## src/rtmc_pkg.sv

```systemverilog
// Purpose: Shared constants for rigid tapping mode control
// Assumes: Lead words in 0.001 mm, thread counts in 0.01 per inch
// Notes: Alarm codes are decimal numbers carried as hex
package rtmc_pkg;
   localparam logic [3:0] RTMC_CTRL_OFS = 4'h0;
   localparam logic [3:0] RTMC_MAXSPD_OFS = 4'h4;
   localparam logic [3:0] RTMC_STAT_OFS = 4'h8;
   localparam int RTMC_CTRL_NOWAIT_BIT = 0;
   localparam int RTMC_CTRL_RETOVR_BIT = 1;
   localparam int RTMC_CTRL_CLR_BIT = 8;
   localparam int RTMC_STAT_RIGID_BIT = 3;
   localparam int RTMC_STAT_REFUSE_BIT = 4;
   localparam int RTMC_STAT_ALARM_BIT = 8;
   localparam int RTMC_STAT_CODE_POS = 16;
   localparam logic [15:0] RTMC_MAXSPD_RST = 16'h0BB8;
   localparam logic [8:0] RTMC_ALM_NONE = 9'h000;
   localparam logic [8:0] RTMC_ALM_LEAD = 9'h0C9;
   localparam logic [8:0] RTMC_ALM_NOF = 9'h0DA;
   localparam logic [8:0] RTMC_ALM_SZERO = 9'h0E6;
   localparam logic [8:0] RTMC_ALM_SMAX = 9'h0E7;
   localparam logic [8:0] RTMC_ALM_MOVE = 9'h0E8;
   localparam logic [8:0] RTMC_ALM_LADDER = 9'h0E9;
   localparam logic [8:0] RTMC_ALM_REPEAT = 9'h0EA;
   localparam logic [23:0] RTMC_LEAD_MIN = 24'h000001;
   localparam logic [23:0] RTMC_LEAD_MAX = 24'h07A120;
   localparam logic [23:0] RTMC_TPI_MIN = 24'h000006;
   localparam logic [23:0] RTMC_TPI_MAX = 24'h26C1E0;
   typedef enum logic [2:0] {
      RTMC_IDLE = 3'b000,
      RTMC_WAIT_POS = 3'b001,
      RTMC_WAIT_FIN = 3'b010,
      RTMC_RIGID = 3'b011,
      RTMC_CHECK = 3'b100,
      RTMC_TAPPING = 3'b101,
      RTMC_WAIT_DROP = 3'b110
   } rtmc_state_e;
endpackage

```

## src/rtmc_top.sv

```systemverilog
// Purpose: Rigid tapping mode entry, checks, handshake and alarms
// Assumes: Block words decoded upstream; all inputs synchronous
// Notes: Registers over Avalon-MM, one wait cycle per access
`timescale 1ns/10ps
`default_nettype none
module rtmc_top
   import rtmc_pkg::*;
#(
   parameter int LEAD_W = 24,
   parameter int SPEED_W = 16,
   parameter int WORD_W = 16,
   parameter int HOLE_W = 8
)
(
   input wire logic clock,
   input wire logic rst,
   input wire logic [3:0] avs_address,
   input wire logic avs_read,
   input wire logic avs_write,
   input wire logic [31:0] avs_writedata,
   output logic [31:0] avs_readdata,
   output logic avs_waitrequest,
   input wire logic blk_valid,
   output logic blk_ready,
   input wire logic blk_rigid_mode_select_code,
   input wire logic blk_tap_cycle,
   input wire logic blk_cycle_cancel,
   input wire logic blk_other_canned,
   input wire logic blk_group1_motion,
   input wire logic blk_axis_move,
   input wire logic blk_lead_present,
   input wire logic blk_lead_inch,
   input wire logic [LEAD_W-1:0] blk_lead,
   input wire logic blk_speed_present,
   input wire logic [SPEED_W-1:0] blk_speed,
   input wire logic blk_dwell_present,
   input wire logic [WORD_W-1:0] blk_dwell,
   input wire logic blk_peck_present,
   input wire logic [WORD_W-1:0] blk_peck,
   input wire logic blk_repeat_present,
   input wire logic [HOLE_W-1:0] blk_repeat,
   input wire logic controller_reset,
   input wire logic auto_operation,
   input wire logic manual_data_input_operation,
   input wire logic manual_feed,
   input wire logic dry_run,
   input wire logic machine_lock,
   input wire logic contour_speed_position_select,
   input wire logic ladder_rigid_mode_ack,
   input wire logic function_complete_ack,
   input wire logic spindle_pos_arrived,
   input wire logic spindle_turn_cmd,
   input wire logic spindle_turn_ccw,
   input wire logic tap_phase_retract,
   input wire logic hole_done,
   output logic spindle_dir_negative,
   output logic spindle_dir_positive,
   output logic rigid_tap_active_status,
   output logic spindle_pos_request,
   output logic contour_rigid,
   output logic manual_axis_inhibit,
   output logic motion_hold,
   output logic dry_feed_select,
   output logic override_enable,
   output logic hole_start,
   output logic dwell_enable,
   output logic [WORD_W-1:0] dwell_time,
   output logic peck_enable,
   output logic [WORD_W-1:0] peck_depth,
   output logic alarm_active,
   output logic [8:0] alarm_code
);
   if (LEAD_W < 22 || LEAD_W > 24 || SPEED_W > 16 || WORD_W < 1 || HOLE_W < 1)
   begin : g_bad
      $error("rtmc_top: unsupported widths");
   end

   function automatic logic in_range(input logic [23:0] v, input logic [23:0] lo, input logic [23:0] hi);
      in_range = (v >= lo) && (v <= hi);
   endfunction

   rtmc_state_e state;
   logic cancel_no_wait_bit;
   logic retract_override_en;
   logic [15:0] max_speed;
   logic mode_refused;
   logic await_first_tap;
   logic tap_pending;
   logic lead_present;
   logic lead_inch;
   logic [23:0] lead;
   logic [SPEED_W-1:0] speed;
   logic [HOLE_W-1:0] holes_left;
   logic take;
   logic mode_ok;
   logic cancel_hit;
   logic take_tap;
   logic bus_take;
   logic sw_clear;
   logic [8:0] next_alarm;
   logic next_refuse;

   assign take = blk_valid && blk_ready;
   assign mode_ok = (auto_operation || manual_data_input_operation) && !manual_feed;
   assign cancel_hit = blk_cycle_cancel || blk_other_canned || blk_group1_motion;
   assign take_tap = (take && blk_tap_cycle && !cancel_hit) || (state == RTMC_RIGID && tap_pending);
   assign bus_take = (avs_read || avs_write) && !avs_waitrequest;
   assign sw_clear = bus_take && avs_write && avs_address == RTMC_CTRL_OFS && avs_writedata[RTMC_CTRL_CLR_BIT];

   // Alarm and refusal sources
   always_comb
   begin
      next_alarm = RTMC_ALM_NONE;
      next_refuse = 1'b0;
      if (state == RTMC_CHECK)
      begin
         if (!lead_present)
            next_alarm = lead_inch ? RTMC_ALM_NOF : RTMC_ALM_LEAD;
         else if (!lead_inch && !in_range(lead, RTMC_LEAD_MIN, RTMC_LEAD_MAX))
            next_alarm = RTMC_ALM_LEAD;
         else if (lead_inch && !in_range(lead, RTMC_TPI_MIN, RTMC_TPI_MAX))
            next_alarm = RTMC_ALM_LEAD;
         else if (speed == '0)
            next_alarm = RTMC_ALM_SZERO;
         else if (16'(speed) > max_speed)
            next_alarm = RTMC_ALM_SMAX;
         else if (!ladder_rigid_mode_ack)
            next_alarm = RTMC_ALM_LADDER;
      end
      else if (state == RTMC_TAPPING && !ladder_rigid_mode_ack)
         next_alarm = RTMC_ALM_LADDER;
      else if (take && state == RTMC_RIGID && !cancel_hit)
      begin
         if (blk_rigid_mode_select_code)
            next_alarm = RTMC_ALM_REPEAT;
         else if (blk_axis_move && !blk_tap_cycle && await_first_tap)
            next_alarm = RTMC_ALM_MOVE;
         else if (blk_tap_cycle && !mode_ok)
            next_refuse = 1'b1;
      end
      else if (take && state == RTMC_IDLE && blk_rigid_mode_select_code && !mode_ok)
         next_refuse = 1'b1;
   end

   // Mode sequencing
   always_ff @(posedge clock or posedge rst)
   begin
      if (rst)
      begin
         state <= RTMC_IDLE;
         blk_ready <= 1'b0;
         rigid_tap_active_status <= 1'b0;
         spindle_pos_request <= 1'b0;
         await_first_tap <= 1'b0;
         tap_pending <= 1'b0;
      end
      else if (controller_reset)
      begin
         state <= RTMC_IDLE;
         blk_ready <= 1'b0;
         rigid_tap_active_status <= 1'b0;
         spindle_pos_request <= 1'b0;
         await_first_tap <= 1'b0;
         tap_pending <= 1'b0;
      end
      else
      begin
         blk_ready <= !take && (state == RTMC_IDLE || state == RTMC_RIGID) && !tap_pending;
         case (state)
            RTMC_IDLE:
               if (take && blk_rigid_mode_select_code && mode_ok)
               begin
                  state <= RTMC_WAIT_POS;
                  spindle_pos_request <= 1'b1;
                  tap_pending <= blk_tap_cycle;
               end
            RTMC_WAIT_POS:
               if (spindle_pos_arrived)
               begin
                  state <= RTMC_WAIT_FIN;
                  rigid_tap_active_status <= 1'b1;
                  await_first_tap <= 1'b1;
               end
            RTMC_WAIT_FIN:
               if (function_complete_ack)
                  state <= RTMC_RIGID;
            RTMC_RIGID:
               if (take && cancel_hit)
               begin
                  rigid_tap_active_status <= 1'b0;
                  spindle_pos_request <= 1'b0;
                  await_first_tap <= 1'b0;
                  state <= cancel_no_wait_bit ? RTMC_IDLE : RTMC_WAIT_DROP;
               end
               else if (take_tap && next_alarm == RTMC_ALM_NONE && !next_refuse)
               begin
                  state <= RTMC_CHECK;
                  tap_pending <= 1'b0;
                  await_first_tap <= 1'b0;
               end
            RTMC_CHECK:
               state <= (next_alarm == RTMC_ALM_NONE) ? RTMC_TAPPING : RTMC_RIGID;
            RTMC_TAPPING:
               if (next_alarm != RTMC_ALM_NONE || (hole_done && holes_left <= HOLE_W'(1)))
                  state <= RTMC_RIGID;
            RTMC_WAIT_DROP:
               if (!ladder_rigid_mode_ack)
                  state <= RTMC_IDLE;
            default:
               state <= RTMC_IDLE;
         endcase
      end
   end

   // Modal words and hole counting
   always_ff @(posedge clock or posedge rst)
   begin
      if (rst)
      begin
         lead_present <= 1'b0;
         lead_inch <= 1'b0;
         lead <= '0;
         speed <= '0;
         dwell_time <= '0;
         peck_depth <= '0;
         holes_left <= '0;
         hole_start <= 1'b0;
      end
      else
      begin
         hole_start <= 1'b0;
         if (take && blk_speed_present)
            speed <= blk_speed;
         // Lead, dwell, peck and repeat words kept only from tapping blocks
         if (take && blk_tap_cycle && !cancel_hit)
         begin
            lead_present <= blk_lead_present;
            lead_inch <= blk_lead_inch;
            lead <= 24'(blk_lead);
            dwell_time <= blk_dwell_present ? blk_dwell : '0;
            peck_depth <= blk_peck_present ? blk_peck : '0;
            // Absent or zero count is one hole
            holes_left <= (blk_repeat_present && blk_repeat != '0) ? blk_repeat : HOLE_W'(1);
         end
         if (state == RTMC_CHECK && next_alarm == RTMC_ALM_NONE)
            hole_start <= 1'b1;
         if (state == RTMC_TAPPING && hole_done && holes_left > HOLE_W'(1) && next_alarm == RTMC_ALM_NONE)
         begin
            holes_left <= holes_left - HOLE_W'(1);
            hole_start <= 1'b1;
         end
      end
   end

   // Alarm latch; a new event beats a software clear
   always_ff @(posedge clock or posedge rst)
   begin
      if (rst)
      begin
         alarm_active <= 1'b0;
         alarm_code <= RTMC_ALM_NONE;
         mode_refused <= 1'b0;
      end
      else
      begin
         if (next_alarm != RTMC_ALM_NONE)
         begin
            alarm_active <= 1'b1;
            alarm_code <= next_alarm;
         end
         else if (sw_clear || controller_reset)
         begin
            alarm_active <= 1'b0;
            alarm_code <= RTMC_ALM_NONE;
         end
         if (next_refuse)
            mode_refused <= 1'b1;
         else if (sw_clear)
            mode_refused <= 1'b0;
      end
   end

   // Machine-facing outputs
   always_ff @(posedge clock or posedge rst)
   begin
      if (rst)
      begin
         spindle_dir_negative <= 1'b0;
         spindle_dir_positive <= 1'b0;
         contour_rigid <= 1'b0;
         manual_axis_inhibit <= 1'b0;
         motion_hold <= 1'b0;
         dry_feed_select <= 1'b0;
         override_enable <= 1'b0;
         dwell_enable <= 1'b0;
         peck_enable <= 1'b0;
      end
      else
      begin
         // Direction only while turning in mode
         // Interlock and lock do not stop it
         spindle_dir_negative <= rigid_tap_active_status && spindle_turn_cmd && !spindle_turn_ccw;
         spindle_dir_positive <= rigid_tap_active_status && spindle_turn_cmd && spindle_turn_ccw;
         contour_rigid <= rigid_tap_active_status || contour_speed_position_select;
         manual_axis_inhibit <= rigid_tap_active_status;
         motion_hold <= machine_lock && state == RTMC_TAPPING;
         // Dry run feed along tapping axis
         dry_feed_select <= dry_run && state == RTMC_TAPPING;
         // Override only on retract if enabled
         override_enable <= state == RTMC_TAPPING && tap_phase_retract && retract_override_en && !dry_run;
         dwell_enable <= dwell_time != '0;
         peck_enable <= peck_depth != '0;
      end
   end

   // Avalon slave: request seen, then one cycle with waitrequest low
   always_ff @(posedge clock or posedge rst)
   begin
      if (rst)
      begin
         avs_waitrequest <= 1'b1;
         avs_readdata <= '0;
         cancel_no_wait_bit <= 1'b0;
         retract_override_en <= 1'b0;
         max_speed <= RTMC_MAXSPD_RST;
      end
      else
      begin
         avs_waitrequest <= !((avs_read || avs_write) && avs_waitrequest);
         if (avs_read && avs_waitrequest)
         begin
            if (avs_address == RTMC_CTRL_OFS)
               avs_readdata <= {30'h0, retract_override_en, cancel_no_wait_bit};
            else if (avs_address == RTMC_MAXSPD_OFS)
               avs_readdata <= {16'h0, max_speed};
            else if (avs_address == RTMC_STAT_OFS)
               avs_readdata <= {7'h0, alarm_code, 7'h0, alarm_active, 3'h0, mode_refused,
                                rigid_tap_active_status, state};
            else
               avs_readdata <= '0;
         end
         if (bus_take && avs_write)
         begin
            if (avs_address == RTMC_CTRL_OFS)
            begin
               cancel_no_wait_bit <= avs_writedata[RTMC_CTRL_NOWAIT_BIT];
               retract_override_en <= avs_writedata[RTMC_CTRL_RETOVR_BIT];
            end
            else if (avs_address == RTMC_MAXSPD_OFS)
               max_speed <= avs_writedata[15:0];
         end
      end
   end
endmodule
`default_nettype wire

```

## config.mk

```make
export PLATFORM = sky130hd
export DESIGN_NAME = rtmc_top
export DESIGN_NICKNAME = d
export VERILOG_FILES = /design/src/rtmc_pkg.sv /design/src/rtmc_top.sv
export SDC_FILE = /design/constraint.sdc
export NUM_CORES = 1
export LEC_CHECK = 0
export BUFFER_PORTS_ARGS = -buffer_cell sky130_fd_sc_hd__buf_2
export CAP_MARGIN = 20
export CORE_UTILIZATION = 32
export DETAILED_ROUTE_END_ITERATION = 6
export GPL_ROUTABILITY_DRIVEN = 0
export SKIP_CTS_REPAIR_TIMING = 1
export SLEW_MARGIN = 30
export SYNTH_ARGS = -nofsm -noshare
export SYNTH_HDL_FRONTEND = slang
export SYNTH_SLANG_ARGS = --single-unit
```

## constraint.sdc

```tcl
create_clock -name clock -period 6 [get_ports clock]
set_clock_uncertainty 0.05 [all_clocks]
set_input_delay 0.6 -clock clock [delete_from_list [all_inputs] [get_ports clock]]
set_output_delay 0.6 -clock clock [all_outputs]
set_load 0.01 [all_outputs]
```

[After elaboration in Yosys (flattened, before gate mapping)]
Cells that the tools add are included.
Storage, ports and cells
  memories kept: 0
  bits in latches: 0
  memory bits (writable): 0
  memory bits (read-only): 0
  register bits after elaboration: 162
  input port bits: 147
Operators by class
  multiply operators: 0
  muxes and demuxes: 62
  reductions and logical operators: 90
  $lt $le $gt $ge: 7
  shifts and indexed selects: 0
  bitwise operators: 1
  add/subtract/negate cells: 1
  equality and inequality tests: 17
  divide/modulo/power cells: 0
Operator list (count)
  $mux 8: 13
  $mux 25: 3
  $logic_and 1x1->1: 46
  $mux 16: 2
  $reduce_bool 16->1: 2
  $mux 3: 10
  $mux 9: 3
  $mux 1: 25
  $ge 24x1->1 const B: 1
  $ge 24x3->1 const B: 1
  $le 24x19->1 const B: 1
  $le 24x22->1 const B: 1
  $pmux 3 s7: 1
  $gt 16x16->1: 1
  $logic_not 16->1: 1
  $logic_not 1->1: 15
  $ne 3x3->1 const B: 5
  $reduce_and 3->1: 4
  $eq 3x3->1 const B: 3
  $logic_not 9->1: 1
  $logic_or 1x1->1: 9
  $ne 3x2->1 const B: 3
  $reduce_bool 9->1: 1
  $gt 8x1->1 const B: 1
  other kinds (18): 25

[Logic depth before layout (Yosys ltp)]
Gate-level depths: netlist (run 1).
  depth after elaboration: 16
  depth in mapped cells: 10

[Worst setup path after synthesis (run 1)]
Ideal clock, no wire load.
  path kind: flip-flop to flip-flop
  start: reg max_speed[9]
  end: reg alarm_code[1]
  arrival: 2699 ps
  setup slack: 3126 ps
  data required time: 5825 ps
  stages on the path, launching flop included: 11
  path buffers: 0
  cells stage by stage: dfstp_2 -> inv_1 -> ha_1 -> a21oi_1 -> nor3_1 -> or3_1 -> a2111o_1 -> a211oi_4 -> a21oi_4 -> nor3b_4 -> mux2_4
Between the ends
  word-level cells in the longest chain between the ends: 9
  elaborated cells on any way between the ends: 10
  classes of those cells: 1 x order compare; 7 x mux; 2 x reduce/logical
Ends and longest elaborated chain
  start, declared: line rtmc_top.sv:85  | logic [15:0] max_speed;
  start signal, assigned: line rtmc_top.sv:350  | max_speed <= avs_writedata[15:0];
  $gt 16x16->1 (*): line rtmc_top.sv:125  | else if (16'(speed) > max_speed)
  $mux 8 (*): line rtmc_top.sv:125
  $mux 8 (*): line rtmc_top.sv:123  | else if (speed == '0)
  $mux 8 (*): line rtmc_top.sv:121  | else if (lead_inch && !in_range(lead, RTMC_TPI_MIN, RTMC_TPI_MAX))
  $mux 8 (*): line rtmc_top.sv:119  | else if (!lead_inch && !in_range(lead, RTMC_LEAD_MIN, RTMC_LEAD_MAX))
  $mux 8 (*): line rtmc_top.sv:117  | if (!lead_present)
  $mux 9 (*): line rtmc_top.sv:115  | if (state == RTMC_CHECK)
  $reduce_bool 9->1: line rtmc_top.sv:266  | if (next_alarm != RTMC_ALM_NONE)
  $mux 9 or $reduce_bool 2->1 (tied branches)
  end signal, assigned: line rtmc_top.sv:269  | alarm_code <= next_alarm;
  end, declared: line rtmc_top.sv:71  | output logic [8:0] alarm_code
Every way passes the cells marked *; elsewhere a longest branch is shown, timed or not.
A chain may end at the register's enable or synchronous reset.

[Final worst setup path (run 1)]
  start: reg max_speed[9]
  end: reg alarm_code[3]
Same word-level chain as after synthesis.

==> impl_metrics.yaml, run 1 <==
yosys:
  yosysWarnings: 0
  synthFlopType: "dfrtp_1"
  synth-edff-count: 0
  syn_inst: 738
  synth_xor_area_share_pct: 0.120
  synth-compound-area-share_pct: 11.7
  synth_fa_ha_area_share_pct: 3.10
  synth_top_family_by_area: "simple AND/OR/NAND/NOR gates"
  synth_mux_area_share_pct: 6.09
  syn-cell-area_um2: 7270
  syn_area_per_cell_um2: 9.86
  yosysSeqAreaShare_pct: 52.1
  ys_types: 76
  synth-seq-cells: 151
  async_reset_ff_share_pct: 100
  synth_simple_gate_area_share_pct: 22.4
floorplanning:
  dieWidth_um: 153
  start_util_pct: 33.0
  chipHeight_um: 153
  core_area_um2: 22000
  die_area_um2: 23300
  row_count: 54
  io_pins: 235
setup_path:
  crit_fanout: 5
  end_kind: "flip-flop"
  cp_top_family: "compound AO/OA/AOI/OAI gates"
  crit_required_ps: 6250
  cp_slowest_cell: "dfstp_2"
  cpPeakStageDelay_ps: 550
  crit_chain: "inv_1 -> ha_1 -> a21oi_1 -> nor3_1 -> or3_1 -> a2111o_1 -> a211oi_4 -> a21oi_4 -> nor3b_4 -> mux2_4"
  worstReg2RegStart: "max_speed[9]"
  crit_buf_inv: 1
  cp.arrival_ps: 3420
  path_class: "reg -> reg"
  crit_start: "max_speed[9]"
  start_kind: "flip-flop"
  crit_cells: 10
  r2r_cells: 10
sta:
  fin_crit_ps: 3170
  fmax_mhz: 315
  slew_violations: 0
  worst_pin_slew_ps: 892
  setup_violations: 0
  finalCritPeriodShare_pct: 52.8
  grt_setup_unrepaired: "false"
  hold_viol: 0
  max_slew_margin_pct: 40.1
  tns_ps: 0
route:
  dr.pass1.iters: 7
  ant_nets: 0
  drc: 13
  first_iter_violations: 349
  vias: 6085
  vias_per_cell: 4.96
  drt-total-wl_um: 19000
  wl_per_cell_um: 15.5
cells_and_area:
  postLayoutCoreUtil_pct: 41.4
  n_fill_cell: 2224
  diodes: 0
  layout.cells.non_filler: 1228
  final_common_cell: "buf_2"
  layout_common_cells: "209 x buf_2, 181 x nand2_1, 143 x dfrtp_1"
  syn_to_final_growth_pct: 25.5
  postLayoutCellArea_um2: 9130
  final_nets: 1100
  drive_gt1_share_pct: 33.3
grt:
  grt_pass1_vias: 6007
  antenna_found_initial: 0
  grt.total_usage_pct: 16.8
  grt_pass1_wl_um: 31400
  grt_max_degree: 84
  grt.overflow.total: 0
cts:
  cts_tree: "built"
  cts-root-buf: "clkbuf_16"
  clock_sinks: 151
  path_clk_slew_ps: 70
  clk_path_buf_depth: 2
  htree_levels: 4
  numCtsBuffers: 17
  clk_latency_ps: 420
placement:
  portBuffers: 209
  dp.cells: 1196
  dp_hpwl_um: 14000
  place_area_um2: 8510
status:
  status: "finished with violations"
  violations: "design-rule violations"
pwr:
  power.leakage_nw: 4.73
  power.density_nw_per_um2: 365
  ir_drop_mv: 0.179
job:
  drv_cap: 0
min_path:
  min_path_type: "in -> async"
## metrics by stage
step	setup WS, ps	power (mW)	hold WS [ps]
after CTS	2830	3.38	276
after global placement	2800	2.22	408
after floorplan	1300	1.96	387
after detailed placement	2790	2.24	415
final	2830	3.34	245
after global routing	2720	3.55	273
## sequential cells by signal, indices dropped and copies added (netlist names), 3 cells and up
name          cells
lead             24
alarm_code        7
state             3
dwell_time       16
holes_left        8
peck_depth       16
avs_readdata     23
speed            16
max_speed        16
## routing by layer
metal  vias to the layer above  share of wire [%]  global-route usage [%]
li1                       2976                  -                       -
met4                         0                1.5                    6.11
met2                       220                 45                    26.1
met5                         -                  0                       0
met3                        20                6.6                    4.21
met1                      2869                 47                    22.7
## cells by family after synthesis
logic type      after synthesis
simple gates                344
other cells                   1
fa+ha+maj                    18
buf+inv                      69
mux                          39
xor+xnor                      1
compound gates              115
flops                       151
## path summary, 6_finish.rpt
| kind | endpoint | slack [ps] |
|---|---|---|
| min in group clock | spindle_dir_negative | 300 |
| min | motion_hold | 250 |
| min reg2reg | avs_readdata[1] | 420 |
| max in group asynchronous | peck_depth[0] | 4560 |
| max reg2reg | alarm_code[3] | 2830 |
| max | alarm_code[3] | 2830 |
## layout make-up
type | instances | area [um2] | share of cell area [%]
clock buffers | 21 | 470 | 5.15
clock inverters | 11 | 140 | 1.54
flip-flops and latches | 151 | 3790 | 41.5
multi-input cells | 526 | 3200 | 35.0
repair buffers | 213 | 1080 | 11.8
well taps | 280 | 350 | 3.84
inverters | 26 | 103 | 1.12
## synthesized netlist by cell type (3+ instances only)
master | number | area (um2)
a311oi_1 | 3 | 26.3
nand4_1 | 9 | 56.3
nand3_1 | 40 | 200
nor4_1 | 18 | 113
and3_1 | 7 | 43.8
nor3_1 | 17 | 85.1
or3_1 | 3 | 18.8
dfrtp_1 | 143 | 3580
a22oi_1 | 4 | 30.0
ha_1 | 18 | 225
a21o_1 | 4 | 30.0
a211oi_1 | 4 | 30.0
dfstp_2 | 8 | 210
nor2_1 | 31 | 116
a21oi_1 | 31 | 155
or4_1 | 3 | 22.5
and2_1 | 5 | 31.3
clkbuf_1 | 27 | 101
mux2i_1 | 3 | 30.0
nor2b_1 | 8 | 50.1
a31oi_1 | 4 | 25.0
buf_4 | 12 | 90.1
inv_1 | 26 | 97.6
a22o_1 | 17 | 149
o21ai_0 | 17 | 85.1
mux2_2 | 34 | 383
nand2_1 | 181 | 679
## power by group
group / switching [mW] / internal, mW / leakage [nW]
clock network: 0.455 / 0.656 / 0.296
registers: 0.203 / 1.23 / 1.97
logic: 0.424 / 0.368 / 2.46
total: 1.08 / 2.25 / 4.73
Power figures use the tool's default switching activity.
==> run 2: changes to the inputs <==
==> constraint.sdc (replaced) <==
create_clock -name clock -period 2.9 [get_ports clock]
set_clock_uncertainty 0.05 [all_clocks]
set_input_delay 0.29 -clock clock [delete_from_list [all_inputs] [get_ports clock]]
set_output_delay 0.29 -clock clock [all_outputs]
set_load 0.01 [all_outputs]
==> impl_metrics.yaml, run 2 (synthesized netlist as in run 1, its figures left out) <==
job:
  drv_cap: 0
sta:
  setup_violations: 2
  fin_crit_ps: 2970
  finalCritPeriodShare_pct: 103
  slew_violations: 0
  timing.hold.ws_ps: 1.19
  hold_viol: 0
  grt_setup_unrepaired: "true"
  fmax_mhz: 336
  worst_pin_slew_ps: 755
  tns_ps: -142
  max_slew_margin_pct: 49.5
  fin_ws_ps: -73.6
grt:
  grt.overflow.total: 0
  antenna_found_initial: 2
  grt_pass1_wl_um: 31200
  grt_max_degree: 91
  grt.total_usage_pct: 16.8
  grt_pass1_vias: 6025
cts:
  cts_tree: "built"
  clk_path_buf_depth: 2
  path_clk_slew_ps: 70
  htree_levels: 4
  clk_latency_ps: 430
  clock_sinks: 151
  cts-root-buf: "clkbuf_16"
  numCtsBuffers: 17
pwr:
  ir_drop_mv: 0.332
  power_mw: 7.03
  power.density_nw_per_um2: 736
  power.leakage_nw: 4.94
route:
  drt-total-wl_um: 19200
  vias: 6228
  vias_per_cell: 4.90
  wl_per_cell_um: 15.1
  first_iter_violations: 431
  dr.pass1.iters: 7
  ant_nets: 0
  drc: 15
floorplanning:
  core_area_um2: 22000
  start_util_pct: 33.0
  io_pins: 235
  row_count: 54
  chipHeight_um: 153
  dieWidth_um: 153
  die_area_um2: 23300
cells_and_area:
  layout_common_cells: "209 x buf_2, 180 x nand2_1, 143 x dfrtp_1"
  diodes: 0
  reg.largest.list: "lead: 24 flops, avs_readdata: 23 flops"
  drive_gt1_share_pct: 36.3
  postLayoutCellArea_um2: 9550
  largest_register_ffs: 24
  final_common_cell: "buf_2"
  regMostFlops: "lead"
  syn_to_final_growth_pct: 31.4
  n_fill_cell: 2185
  final_nets: 1144
placement:
  dp_hpwl_um: 14200
  portBuffers: 209
  place_area_um2: 8770
min_path:
  min_path_type: "in -> reg"
  holdPathStages: 3
setup_path:
  crit_fanout: 4
  cp_top_family: "compound AO/OA/AOI/OAI gates"
  start_kind: "flip-flop"
  cpPeakStageDelay_ps: 540
  cp_slowest_cell: "dfstp_2"
  crit_chain: "inv_2 -> ha_4 -> a21oi_2 -> nor3_1 -> or3_1 -> a2111o_1 -> a211oi_4 -> a21oi_4 -> nor3b_4 -> mux2_4"
  cp.arrival_ps: 3240
  path_class: "reg -> reg"
  crit_buf_inv: 1
  r2r_cells: 10
  reg2reg_slack_ps: -70
  crit_required_ps: 3160
  end_kind: "flip-flop"
  crit_cells: 10
status:
  status: "finished with violations"
  violations: "design-rule violations, negative setup slack"
run 2: cell count changes in the layout (fill, tap and decap cells not counted), sizes merged:
cell	previous run	this run
bufinv	2	0
inv	29	35
buf	213	246
clkbuf	21	18
clkinv	5	2
dlygate4sd3	0	11
clkinvlp	1	3
run 2: layout make-up:
cell class                      instances  area [um2]  area share (%)
Clock buffer                           18         439            4.60
Multi-Input combinational cell        526        3280            34.4
Timing Repair Buffer                  257        1460            15.3
Tap cell                              280         350            3.67
Sequential cell                       151        3790            39.7
Inverter                               26         101            1.06
Clock inverter                         14         134            1.40
run 2: per-stage QoR:
step                      worst slack (ps)  utilization (%)  instances
final                                -73.6             43.4       1272
after global routing                  -167             43.4       1272
after CTS                             -155             42.4       1259
after detailed placement              -135             39.8       1227
after global placement                -120             39.8       1227
after floorplan                       25.7                -        746
run 2: report_power, final:
group / internal, mW / switching (mW)
Clock: 1.16 / 1.00
Combinational: 0.961 / 0.983
Sequential: 2.54 / 0.378
run 2: final timing paths:
check / startpoint / to
worst max-delay path: max_speed[9] / alarm_code[3]
worst min-delay path: blk_lead[12] / lead[12]
worst max register to register: max_speed[9] / alarm_code[3]
worst min register to register: avs_readdata[4] / avs_readdata[4]
max in group asynchronous: rst / speed[2]
min in group asynchronous: rst / lead[16]
run 2: metal layers:
layer,global-route usage (%),vias to the layer above,part of all wire (%)
li1,-,3058,-
met1,22.4,2928,46
met2,26.5,216,45
met3,4.41,24,6.6
met4,5.68,2,1.7
met5,0,-,0.068
run 2: worst min-delay path, stage by stage:
cell and delay (ps):
buf_2 70, nand2_1 40, nand2_1 40
==> run 3: changes to the inputs <==
--- a/config.mk
+++ b/config.mk
@@ -10,6 +10,7 @@
 export CORE_UTILIZATION = 32
 export DETAILED_ROUTE_END_ITERATION = 6
 export GPL_ROUTABILITY_DRIVEN = 0
+export MAX_ROUTING_LAYER = met4
 export SKIP_CTS_REPAIR_TIMING = 1
 export SLEW_MARGIN = 30
 export SYNTH_ARGS = -nofsm -noshare
==> impl_metrics.yaml, run 3 (synthesized netlist as in run 1, its figures left out) <==
status:
  status: "finished with violations"
  violations: "design-rule violations, negative setup slack"
cts:
  numCtsBuffers: 17
  clk_latency_ps: 430
  clock_sinks: 151
  cts_tree: "built"
  clk_path_buf_depth: 2
  htree_levels: 4
  path_clk_slew_ps: 70
  cts-root-buf: "clkbuf_16"
sta:
  setup_violations: 2
  fin_ws_ps: -86.0
  timing.hold.ws_ps: 0.0271
  max_slew_margin_pct: 49.6
  finalCritPeriodShare_pct: 103
  fmax_mhz: 335
  tns_ps: -167
  fin_crit_ps: 2990
  grt_setup_unrepaired: "true"
  slew_violations: 0
  hold_viol: 0
  worst_pin_slew_ps: 753
placement:
  dp_hpwl_um: 14200
  portBuffers: 209
  dp.cells: 1227
grt:
  grt.total_usage_pct: 17.3
  antenna_found_initial: 2
  met3_usage_pct: 4.15
  gr-max-usage-layer: "met2"
  grt_pass1_wl_um: 31200
  grt_pass1_vias: 6041
  grt.overflow.total: 0
  grt.met2_usage_pct: 26.5
  met1_usage_pct: 22.6
  grt_max_degree: 91
route:
  first_iter_violations: 391
  vias: 6191
  drt-total-wl_um: 19300
  drc: 15
  wl_per_cell_um: 15.1
  dr.pass1.iters: 6
  vias_per_cell: 4.86
  ant_nets: 0
cells_and_area:
  postLayoutCoreUtil_pct: 43.4
  regMostFlops: "lead"
  syn_to_final_growth_pct: 31.4
  largest_register_ffs: 24
  drive_gt1_share_pct: 36.3
  layout_common_cells: "209 x buf_2, 180 x nand2_1, 143 x dfrtp_1"
  reg.largest.list: "lead: 24 flops, avs_readdata: 23 flops"
  final_common_cell: "buf_2"
  layout.cells.non_filler: 1274
  final_nets: 1144
setup_path:
  cp_slowest_cell: "dfstp_2"
  end_kind: "flip-flop"
  path_class: "reg -> reg"
  crit_fanout: 4
  start_kind: "flip-flop"
  worstReg2RegStart: "max_speed[9]"
  cp.arrival_ps: 3250
  crit_buf_inv: 1
  rr_endpoint: "alarm_code[3]"
  cp_top_family: "compound AO/OA/AOI/OAI gates"
  reg2reg_slack_ps: -90
  crit_chain: "inv_2 -> ha_4 -> a21oi_2 -> nor3_1 -> or3_1 -> a2111o_1 -> a211oi_4 -> a21oi_4 -> nor3b_4 -> mux2_4"
  r2r_cells: 10
  cpPeakStageDelay_ps: 540
  crit_required_ps: 3160
floorplanning:
  io_pins: 235
  start_util_pct: 33.0
  chipHeight_um: 153
  core_area_um2: 22000
  row_count: 54
  die_area_um2: 23300
  dieWidth_um: 153
min_path:
  whs_endpoint: "lead[12]"
  min_from: "blk_lead[12]"
  holdPathStages: 3
  min_path_type: "in -> reg"
pwr:
  power.density_nw_per_um2: 736
  power.leakage_nw: 4.94
  power_mw: 7.04
  ir_drop_mv: 0.333
job:
  drv_cap: 0
## run 3: cell count changes in the layout (fill, tap and decap cells not counted), sizes merged
cell   previous run  this run
diode             0         2
## run 3: cell type report
type                            count  area [um2]
Multi-Input combinational cell    526        3280
Sequential cell                   151        3790
Antenna cell                        2        5.00
Timing Repair Buffer              257        1460
Tap cell                          280         350
Clock buffer                       18         439
Fill cell                        2183       12500
Inverter                           26         101
Clock inverter                     14         134
## run 3: metal layers
metal / vias to the layer above / routed length (um)
met5: - / 0
met4: 0 / 291
met3: 23 / 1110
met2: 197 / 8730
met1: 2913 / 9150
li1: 3058 / -
## run 3: tightest hold or removal path, stage by stage
cell	delay (ps)
buf_2	70
nand2_1	40
nand2_1	40
## run 3: worst max path at each step
| stage | from | end | slack (ps) | cells after the start |
|---|---|---|---|---|
| 2_1_floorplan | max_speed[9] | alarm_code[1] | 30 | 10 |
| 3_3_place_gp | max_speed[9] | alarm_code[1] | -120 | 10 |
| 3_5_place_dp | max_speed[9] | alarm_code[3] | -130 | 10 |
| 4_1_cts | max_speed[9] | alarm_code[3] | -160 | 10 |
| 5_1_grt | max_speed[9] | alarm_code[3] | -170 | 10 |
| 6_report | max_speed[9] | alarm_code[3] | -90 | 10 |
## run 3: metrics by stage
stage                     setup slack (ps)  instance area [um2]
after floorplan                       25.7                 7310
after global placement                -120                 8770
after detailed placement              -135                 8770
after CTS                             -155                 9340
after global routing                  -167                 9560
final                                -86.0                 9560
## run 3: power by group
part / internal (mW) / switching [mW]
Sequential: 2.54 / 0.378
Clock: 1.16 / 1.01
Combinational: 0.961 / 0.987
Total: 4.67 / 2.37
